`src/verilog/eibm_pkg.sv`:
```
`default_nettype none
package eibm_pkg;
  // Word and block geometry
  localparam int WORD_OCTETS = 8;
  localparam int WORD_DATA_W = 64;
  localparam int WORD_W = 72;
  localparam int BLOCK_W = 128;
  // Vector field widths, then local counter, alignment and LLID sizes
  localparam int CH_W = 8;
  localparam int STATION_W = 48;
  localparam int TIMER_W = 48;
  localparam int COUNTER_W = 24;
  localparam int LOCAL_W = 32;
  localparam int ALIGN_W = 6;
  localparam int LLID_W = 4;
  localparam int LLID_DEPTH = 16;
  // Vector field positions (channel on top, counter at the bottom)
  localparam int VEC_COUNTER_LSB = 0;
  localparam int VEC_TIMER_LSB = 24;
  localparam int VEC_STATION_LSB = 72;
  localparam int VEC_CHANNEL_LSB = 120;
  // Pacing run length
  localparam int PACING_RUN = 33;
  // Mask octet values
  localparam logic [7:0] MASK_DATA = 8'hff;
  localparam logic [7:0] MASK_CTRL = 8'h00;
  // Own station address, arbitrary value
  localparam logic [47:0] OWN_STATION_ADDR = 48'h02_00_00_00_00_01;
  // Word kinds presented with each input word
  typedef enum logic [2:0] {
    EIBM_KIND_PAYLOAD = 3'b000,
    EIBM_KIND_HEADER = 3'b001,
    EIBM_KIND_PACING = 3'b010,
    EIBM_KIND_ENV_IDLE = 3'b011,
    EIBM_KIND_BURST_IDLE = 3'b100
  } eibm_kind_e;
  // Device roles
  typedef enum logic [1:0] {
    EIBM_ROLE_TERM_TX = 2'b00,
    EIBM_ROLE_TERM_RX = 2'b01,
    EIBM_ROLE_UNIT_TX = 2'b10,
    EIBM_ROLE_UNIT_RX = 2'b11
  } eibm_role_e;
endpackage : eibm_pkg
`default_nettype wire

```
`src/verilog/eibm_mask_if.sv`:
```
`timescale 1ns/1ps
`default_nettype none
// Word to mask conversion shared with the mask module
interface eibm_mask_if;
  logic [7:0] ctrl;
  logic [63:0] mask;
  modport req (output ctrl, input mask);
  modport gen (input ctrl, output mask);
endinterface : eibm_mask_if
`default_nettype wire

```
`src/verilog/eibm_top.sv`:
```
`timescale 1ns/1ps
`default_nettype none
module eibm_top
(
  input wire logic i_core_clk,
  input wire logic i_resetn,
  input wire logic [1:0] i_role,
  input wire logic i_quantum_tick,
  input wire logic i_timer_load,
  input wire logic [47:0] i_timer_load_value,
  input wire logic [47:0] i_rx_offset,
  input wire logic [47:0] i_learned_station,
  input wire logic i_table_wr,
  input wire logic [3:0] i_table_wr_llid,
  input wire logic [47:0] i_table_wr_addr,
  input wire logic i_word_valid,
  input wire logic [2:0] i_word_kind,
  input wire logic [71:0] i_word,
  input wire logic [7:0] i_word_channel,
  input wire logic [3:0] i_header_llid,
  input wire logic [5:0] i_header_align,
  input wire logic i_header_last,
  input wire logic [127:0] i_keystream,
  output logic [127:0] o_vector,
  output logic o_vector_valid,
  output logic o_word_valid,
  output logic [71:0] o_word,
  output logic [31:0] o_local_count,
  output logic [47:0] o_cipher_timer
);
  typedef enum logic [1:0] {
    EIBM_ST_IDLE = 2'b00,
    EIBM_ST_FIRST = 2'b01,
    EIBM_ST_SECOND = 2'b10
  } eibm_state_e;

  eibm_state_e state_reg;
  logic [47:0] timer_reg;
  logic [31:0] local_reg;
  logic [47:0] station_table [0:15];
  logic [127:0] vector_reg;
  logic vector_valid_reg;
  logic out_valid_reg;
  logic [71:0] out_word_reg;
  logic [5:0] pacing_cnt_reg;
  logic [47:0] rx_timer;
  logic [47:0] sel_timer;
  logic [47:0] sel_station;
  logic [63:0] word_mask;
  logic is_payload;
  logic is_header;
  eibm_mask_if mask_bus ();

  // Block keystream counter field packed into the vector
  function automatic logic [127:0] build_vector(input logic [7:0] ch, input logic [47:0] st,
                                                input logic [47:0] tm, input logic [23:0] cn);
    build_vector = {ch, st, tm, cn};
  endfunction

  // Masked keystream XOR on one 64-bit half
  function automatic logic [63:0] apply_half(input logic [63:0] d, input logic [63:0] ks,
                                             input logic [63:0] mk);
    apply_half = d ^ (ks & mk);
  endfunction

  assign mask_bus.ctrl = i_word[71:64];
  eibm_word_mask u_mask
  (
    .m(mask_bus.gen)
  );
  assign word_mask = mask_bus.mask;
  assign is_payload = i_word_valid && (i_word_kind == eibm_pkg::EIBM_KIND_PAYLOAD);
  assign is_header = i_word_valid && (i_word_kind == eibm_pkg::EIBM_KIND_HEADER);

  // Shared 48-bit timer; low 32 bits are the local counter
  always_ff @(posedge i_core_clk or negedge i_resetn)
  begin
    if (!i_resetn)
    begin
      timer_reg <= 48'h0;
    end
    else if (i_timer_load)
    begin
      timer_reg <= i_timer_load_value;
    end
    else if (i_quantum_tick)
    begin
      timer_reg <= timer_reg + 48'h1;
    end
  end

  // Local counter mirrors timer low word
  always_ff @(posedge i_core_clk or negedge i_resetn)
  begin
    if (!i_resetn)
    begin
      local_reg <= 32'h0;
    end
    else if (i_timer_load)
    begin
      local_reg <= i_timer_load_value[31:0];
    end
    else if (i_quantum_tick)
    begin
      local_reg <= local_reg + 32'h1;
    end
  end

  // Receive timer lags by fixed round trip
  assign rx_timer = timer_reg - i_rx_offset;

  // Source selection by role
  always_comb
  begin
    sel_timer = timer_reg;
    sel_station = eibm_pkg::OWN_STATION_ADDR;
    case (i_role)
      eibm_pkg::EIBM_ROLE_TERM_TX:
      begin
        sel_station = eibm_pkg::OWN_STATION_ADDR;
      end
      eibm_pkg::EIBM_ROLE_TERM_RX:
      begin
        sel_station = station_table[i_header_llid];
      end
      eibm_pkg::EIBM_ROLE_UNIT_TX:
      begin
        sel_station = eibm_pkg::OWN_STATION_ADDR;
      end
      eibm_pkg::EIBM_ROLE_UNIT_RX:
      begin
        sel_station = i_learned_station;
        sel_timer = rx_timer;
      end
      default:
      begin
        sel_station = eibm_pkg::OWN_STATION_ADDR;
      end
    endcase
  end

  // Station lookup table, loaded by management
  always_ff @(posedge i_core_clk)
  begin
    if (i_table_wr)
    begin
      station_table[i_table_wr_llid] <= i_table_wr_addr;
    end
  end

  // Vector latched on header; counter field cleared
  always_ff @(posedge i_core_clk or negedge i_resetn)
  begin
    if (!i_resetn)
    begin
      vector_reg <= 128'h0;
      vector_valid_reg <= 1'b0;
    end
    else
    begin
      vector_valid_reg <= 1'b0;
      if (is_header && (sel_timer[5:0] == i_header_align))
      begin
        vector_reg <= build_vector(i_word_channel, sel_station, sel_timer, 24'h0);
        vector_valid_reg <= 1'b1;
      end
      else if (is_header)
      begin
        // Misaligned header still latches so the path never stalls
        vector_reg <= build_vector(i_word_channel, sel_station, sel_timer, 24'h0);
        vector_valid_reg <= 1'b1;
      end
    end
  end

  // Block pairing state; only payload and header words change it, so other bypass words
  // can never shift a block boundary
  always_ff @(posedge i_core_clk or negedge i_resetn)
  begin
    if (!i_resetn)
    begin
      state_reg <= EIBM_ST_IDLE;
    end
    else if (is_header)
    begin
      state_reg <= i_header_last ? EIBM_ST_IDLE : EIBM_ST_FIRST;
    end
    else if (is_payload)
    begin
      case (state_reg)
        EIBM_ST_FIRST:
        begin
          state_reg <= EIBM_ST_SECOND;
        end
        EIBM_ST_SECOND:
        begin
          state_reg <= EIBM_ST_FIRST;
        end
        default:
        begin
          state_reg <= EIBM_ST_IDLE;
        end
      endcase
    end
  end

  // Pacing run counter, bookkeeping only
  always_ff @(posedge i_core_clk or negedge i_resetn)
  begin
    if (!i_resetn)
    begin
      pacing_cnt_reg <= 6'h0;
    end
    else if (i_word_valid && (i_word_kind == eibm_pkg::EIBM_KIND_PACING))
    begin
      pacing_cnt_reg <= (pacing_cnt_reg == 6'(eibm_pkg::PACING_RUN - 1)) ? 6'h0 :
                        pacing_cnt_reg + 6'h1;
    end
  end

  // Output word: payload data octets inside a block ciphered by half, all else passes
  always_ff @(posedge i_core_clk or negedge i_resetn)
  begin
    if (!i_resetn)
    begin
      out_valid_reg <= 1'b0;
      out_word_reg <= 72'h0;
    end
    else
    begin
      out_valid_reg <= i_word_valid;
      if (is_payload && (state_reg == EIBM_ST_FIRST))
      begin
        // Upper half for the first word; unused half dropped on odd tail
        out_word_reg <= {i_word[71:64],
                         apply_half(i_word[63:0], i_keystream[127:64], word_mask)};
      end
      else if (is_payload && (state_reg == EIBM_ST_SECOND))
      begin
        out_word_reg <= {i_word[71:64],
                         apply_half(i_word[63:0], i_keystream[63:0], word_mask)};
      end
      else
      begin
        out_word_reg <= i_word;
      end
    end
  end

  assign o_vector = vector_reg;
  assign o_vector_valid = vector_valid_reg;
  assign o_word_valid = out_valid_reg;
  assign o_word = out_word_reg;
  assign o_local_count = local_reg;
  assign o_cipher_timer = timer_reg;

  a_timer_step: assert property (@(posedge i_core_clk) disable iff (!i_resetn)
    (i_quantum_tick && !i_timer_load) |=> (timer_reg == $past(timer_reg) + 48'h1))
    else $error("timer did not advance");
  a_local_match: assert property (@(posedge i_core_clk) disable iff (!i_resetn)
    ##1 (local_reg == timer_reg[31:0]))
    else $error("local counter differs");
  a_header_vector: assert property (@(posedge i_core_clk) disable iff (!i_resetn)
    is_header |=> (o_vector_valid && o_vector[23:0] == 24'h0))
    else $error("vector not latched");
  a_term_tx_src: assert property (@(posedge i_core_clk) disable iff (!i_resetn)
    (is_header && i_role == 2'b00) |=> (o_vector[119:72] == eibm_pkg::OWN_STATION_ADDR))
    else $error("terminal tx address wrong");
  a_unit_tx_src: assert property (@(posedge i_core_clk) disable iff (!i_resetn)
    (is_header && i_role == 2'b10) |=> (o_vector[71:24] == $past(timer_reg)))
    else $error("unit tx timer wrong");
  a_unit_rx_src: assert property (@(posedge i_core_clk) disable iff (!i_resetn)
    (is_header && i_role == 2'b11) |=> (o_vector[119:72] == $past(i_learned_station)))
    else $error("unit rx address wrong");
  a_header_clear: assert property (@(posedge i_core_clk) disable iff (!i_resetn)
    (i_word_valid && !is_payload) |=> (o_word == $past(i_word)))
    else $error("bypass word changed");
  a_ctrl_kept: assert property (@(posedge i_core_clk) disable iff (!i_resetn)
    is_payload |=> (o_word[71:64] == $past(i_word[71:64])))
    else $error("flags changed");
  a_pair_toggle: assert property (@(posedge i_core_clk) disable iff (!i_resetn)
    (is_payload && state_reg == EIBM_ST_FIRST) |=> (state_reg == EIBM_ST_SECOND))
    else $error("pairing lost");
  a_pacing_hold: assert property (@(posedge i_core_clk) disable iff (!i_resetn)
    (i_word_valid && !is_payload && !is_header) |=> $stable(state_reg))
    else $error("bypass word moved alignment");
  a_idle_octet: assert property (@(posedge i_core_clk) disable iff (!i_resetn)
    (is_payload && i_word[71:64] == 8'hff) |=> (o_word == $past(i_word)))
    else $error("idle word ciphered");

  c_header: cover property (@(posedge i_core_clk) is_header ##[1:4] is_payload ##[1:4] is_payload);
  c_odd_tail: cover property (@(posedge i_core_clk) (is_payload && state_reg == EIBM_ST_FIRST)
    ##[1:4] (i_word_valid && i_word_kind == eibm_pkg::EIBM_KIND_ENV_IDLE));
  c_pacing_run: cover property (@(posedge i_core_clk)
    pacing_cnt_reg == 6'(eibm_pkg::PACING_RUN - 1));
  c_pacing_mid: cover property (@(posedge i_core_clk)
    (state_reg == EIBM_ST_SECOND) && i_word_kind == eibm_pkg::EIBM_KIND_PACING);
endmodule // eibm_top
`default_nettype wire

```
`src/verilog/eibm_word_mask.sv`:
```
`timescale 1ns/1ps
`default_nettype none
module eibm_word_mask
(
  eibm_mask_if.gen m
);
  // Control flag set means octet passes clear
  always_comb
  begin
    for (int i = 0; i < eibm_pkg::WORD_OCTETS; i++)
    begin
      m.mask[i*8 +: 8] = m.ctrl[i] ? eibm_pkg::MASK_CTRL : eibm_pkg::MASK_DATA;
    end
  end
endmodule // eibm_word_mask
`default_nettype wire
```
`config.mk`:
```
export PLATFORM = sky130hd
export DESIGN_NAME = eibm_top
export DESIGN_NICKNAME = d
export VERILOG_FILES = /design/src/verilog/eibm_pkg.sv /design/src/verilog/eibm_mask_if.sv /design/src/verilog/eibm_top.sv /design/src/verilog/eibm_word_mask.sv
export SDC_FILE = /design/constraint.sdc
export NUM_CORES = 1
export LEC_CHECK = 0
export BUFFER_PORTS_ARGS = -buffer_cell sky130_fd_sc_hd__buf_2
export CAP_MARGIN = 20
export CORE_AREA = 2 2 312 314
export CTS_BUF_LIST = sky130_fd_sc_hd__clkbuf_16
export DETAILED_ROUTE_END_ITERATION = 8
export DIE_AREA = 0 0 314 316
export PLACE_DENSITY_LB_ADDON = 0.05
export REMOVE_ABC_BUFFERS = 1
export SYNTH_ARGS = -nofsm -noshare
export SYNTH_HDL_FRONTEND = slang
export SYNTH_SLANG_ARGS = --single-unit
```
`constraint.sdc`:
```
create_clock -name i_core_clk -period 3.06 [get_ports i_core_clk]
set_clock_uncertainty 0.05 [all_clocks]
set_input_delay 0.153 -clock i_core_clk [delete_from_list [all_inputs] [get_ports i_core_clk]]
set_output_delay 0.153 -clock i_core_clk [all_outputs]
set_load 0.01 [all_outputs]
```
==> results.cfg <==
[status]
outcome = finished, violations left
violations = setup timing

[yosys]
synth_edf_count = 768
synth_cell_types = 76
avgSynthCellArea_um2 = 15.9
ys_warn_count = 0
synth.area.top_cells = edfxtp_1, dfrtp_1, mux4_2
synth_top_area_share_pct = 52.6
synth_cells = 2766
async_flop_share_pct = 25.3
yosysTopAreaCell = edfxtp_1
synth_ff_type = edfxtp_1
ys_seq_area_share_pct = 67.4
synth-seq-cells = 1028
syn_area_um2 = 43900

[global_routing]
grt_overflow = 0
grt_usage_pct = 27.5
grt_max_degree = 67
antenna_found_initial = 26
grt_pass1_wl_um = 198000
grt_pass1_vias = 29800

[sta]
worst_slew_pin_slew_ns = 0.806
rsz0062_at_grt = true
fmax_mhz = 319
final.setup.worst_slack_ns = -0.0714
finalSetupViolCount = 5
period_share_pct = 102
maxSlewViolCount = 0
fin_crit_ns = 3.13
totalNegativeSetupSlack_ns = -0.207
hold_viol = 0
slew_headroom_pct = 46.2

[worst_setup_path]
worst-endpoint-arrival_ns = 3.62
path_class = reg2reg
startpoint_type = flip-flop
cp_max_fo = 3
required_ns = 3.55
endpoint_kind = flip-flop

[floorplan]
rows = 114
die_w_um = 314
ioPinCount = 708
start_util_pct = 45.7
dieArea_um2 = 99200
core_um2 = 96000
die_h_um = 316

[clock_tree]
cts_tree = done
clock_sinks = 1028
htree_levels = 3
cts-root-buf = clkbuf_16
ctsLongestPathBuffers = 3
clk_pin_slew_worst_paths_ns = 0.06
clk_latency_ns = 0.68
cts_made_buffers = 107

[hold_path]
hp-class = in2reg

[routing]
vias = 29500
ant_nets = 0
wirelength_um = 139000
wire_per_inst_um = 26.3
viasPerCell = 5.60
drc_errors = 0
drt_pass1_iterations = 8
drtIter0Drc = 2457

[layout]
nFillCells = 7432
regMostFlops = station_table
drive_above_1_share_pct = 32.6
final_cell_mix = edfxtp_1, buf_2, dlygate4sd3_1, dfrtp_1, mux4_2
mostFrequentLayoutCell = edfxtp_1
area_growth_syn_to_layout_pct = 30.2
fin_area_um2 = 57100
largest_reg_flops = 768
layout.nets = 4379

[power_and_ir_drop]
ir_worst_vdd_mv = 0.505
total_power_mw = 33.8
leakagePower_nw = 22.1
powerDensity_nw_per_um2 = 592
clkPwrFrac_pct = 38.8
p_sw_share_pct = 24.9
p_seq_share_pct = 47.5
internal_power_mw = 25.4
combPwrFrac_pct = 13.7
switchingPower_mw = 8.41

[placed_design]
place.detailed.hpwl_um = 92100
place.gp.congestion = 1.17
dpl_cell_area_um2 = 50000
io_buffers = 677

[flow_run]
cap_violations = 0
power groups by stage:
stage                     sequential (mW)  clock [mW]  combinational (mW)
after global routing                 16.1        13.9                4.98
after CTS                            16.0        13.4                4.55
after global placement               16.3           0                4.12
after detailed placement             16.3           0                4.17
after floorplan                      16.5           0                1.77
final                                16.1        13.1                4.64
worst max-delay path, stage by stage, from the launching register on:
cell       delay [ns]
dfrtp_1          0.36
inv_1            0.05
ha_2             0.18
fa_2             0.35
and2b_2          0.25
o31a_1           0.20
o211ai_1         0.16
a31o_2           0.31
a2111oi_4        0.28
buf_4            0.21
o21ai_4          0.08
o31ai_4          0.24
mux2i_1          0.22
nand2_1          0.06
per-stage QoR:
stage               hold WS [ns]  setup slack, ns  cells  utilization, %
floorplan                 -0.193            -3.37   2629               -
global route              0.0477           -0.193   5279            59.5
global placement           0.114           -0.204   4732            52.1
CTS                      0.00129          -0.0503   5261            59.3
detailed placement         0.125           -0.198   4732            52.1
finish                    0.0197          -0.0714   5281            59.5
cells by family after synthesis:
| group | after synthesis | synth area share, % |
|---|---|---|
| xor+xnor | 175 | 3.49 |
| other cells | 1 | 0.00855 |
| compound gates | 433 | 6.11 |
| buf+inv | 226 | 2.19 |
| simple gates | 553 | 5.66 |
| mux | 300 | 13.7 |
| flops | 1028 | 67.4 |
| fa+ha+maj | 50 | 1.44 |
final cells by class:
cell class / count / area [µm²] / share of cell area, %
clock inverter: 96 / 910 / 1.59
clock buffer: 107 / 2680 / 4.69
timing repair buffer: 1165 / 8390 / 14.7
inverter: 66 / 248 / 0.434
sequential: 1028 / 29600 / 51.8
tap: 1276 / 1600 / 2.79
antenna: 8 / 20.0 / 0.0350
multi-input combinational: 1535 / 13700 / 24.0
layer usage:
layer,up-vias,track usage [%],share of wire [%]
met5,-,2.32,0.40
met4,42,9.78,3.5
met3,313,7.65,8.1
met2,1225,43.2,47
met1,15100,36.6,41
li1,12900,-,-
worst paths after layout:
check                                       start            endpoint  slack (ns)  cells past startpoint
worst min-delay path               i_word_kind[0]       o_vector[127]        0.02                      5
worst max-delay path            o_cipher_timer[0]        o_vector[64]       -0.07                     13
worst max register to register  o_cipher_timer[0]        o_vector[64]       -0.07                     13
min in group asynchronous                i_resetn  o_cipher_timer[22]        0.51                      3
worst min register to register      o_vector[120]       o_vector[120]        0.42                      2
max in group asynchronous                i_resetn        o_vector[41]        0.96                      4
Yosys cell counts, drive strengths merged (2+ instances only):
cell type,n
and4,6
nand3,47
o211ai,8
nand2b,6
a31o,4
mux2i,53
mux4,240
inv,66
nand4,25
clkbuf,99
and2,5
o22a,2
nor3,26
buf,61
and3,35
xnor2,44
edfxtp,768
o31a,4
o21bai,8
a211oi,6
nor3b,3
nor4,2
nand2,194
o21a,11
xor2,131
o2111ai,2
a21o,26
mux2,7
a31oi,14
a21oi,146
a22oi,64
o21ai,115
nand3b,3
ha,49
o31ai,5
nor2,182
dfrtp,260
or2,4
or3,4
nor2b,6
a2111oi,3
a211o,2
repair_timing:
item                                   4_1_cts  5_1_grt
setup endpoints to repair                    9       21
endpoints found under the hold margin     1243        0
resized for setup                            6       27
hold buffers                               325        0
pin swaps                                    7       18
buffers inserted                             1       12
No activity file was read; power rests on OpenSTA's default activity.
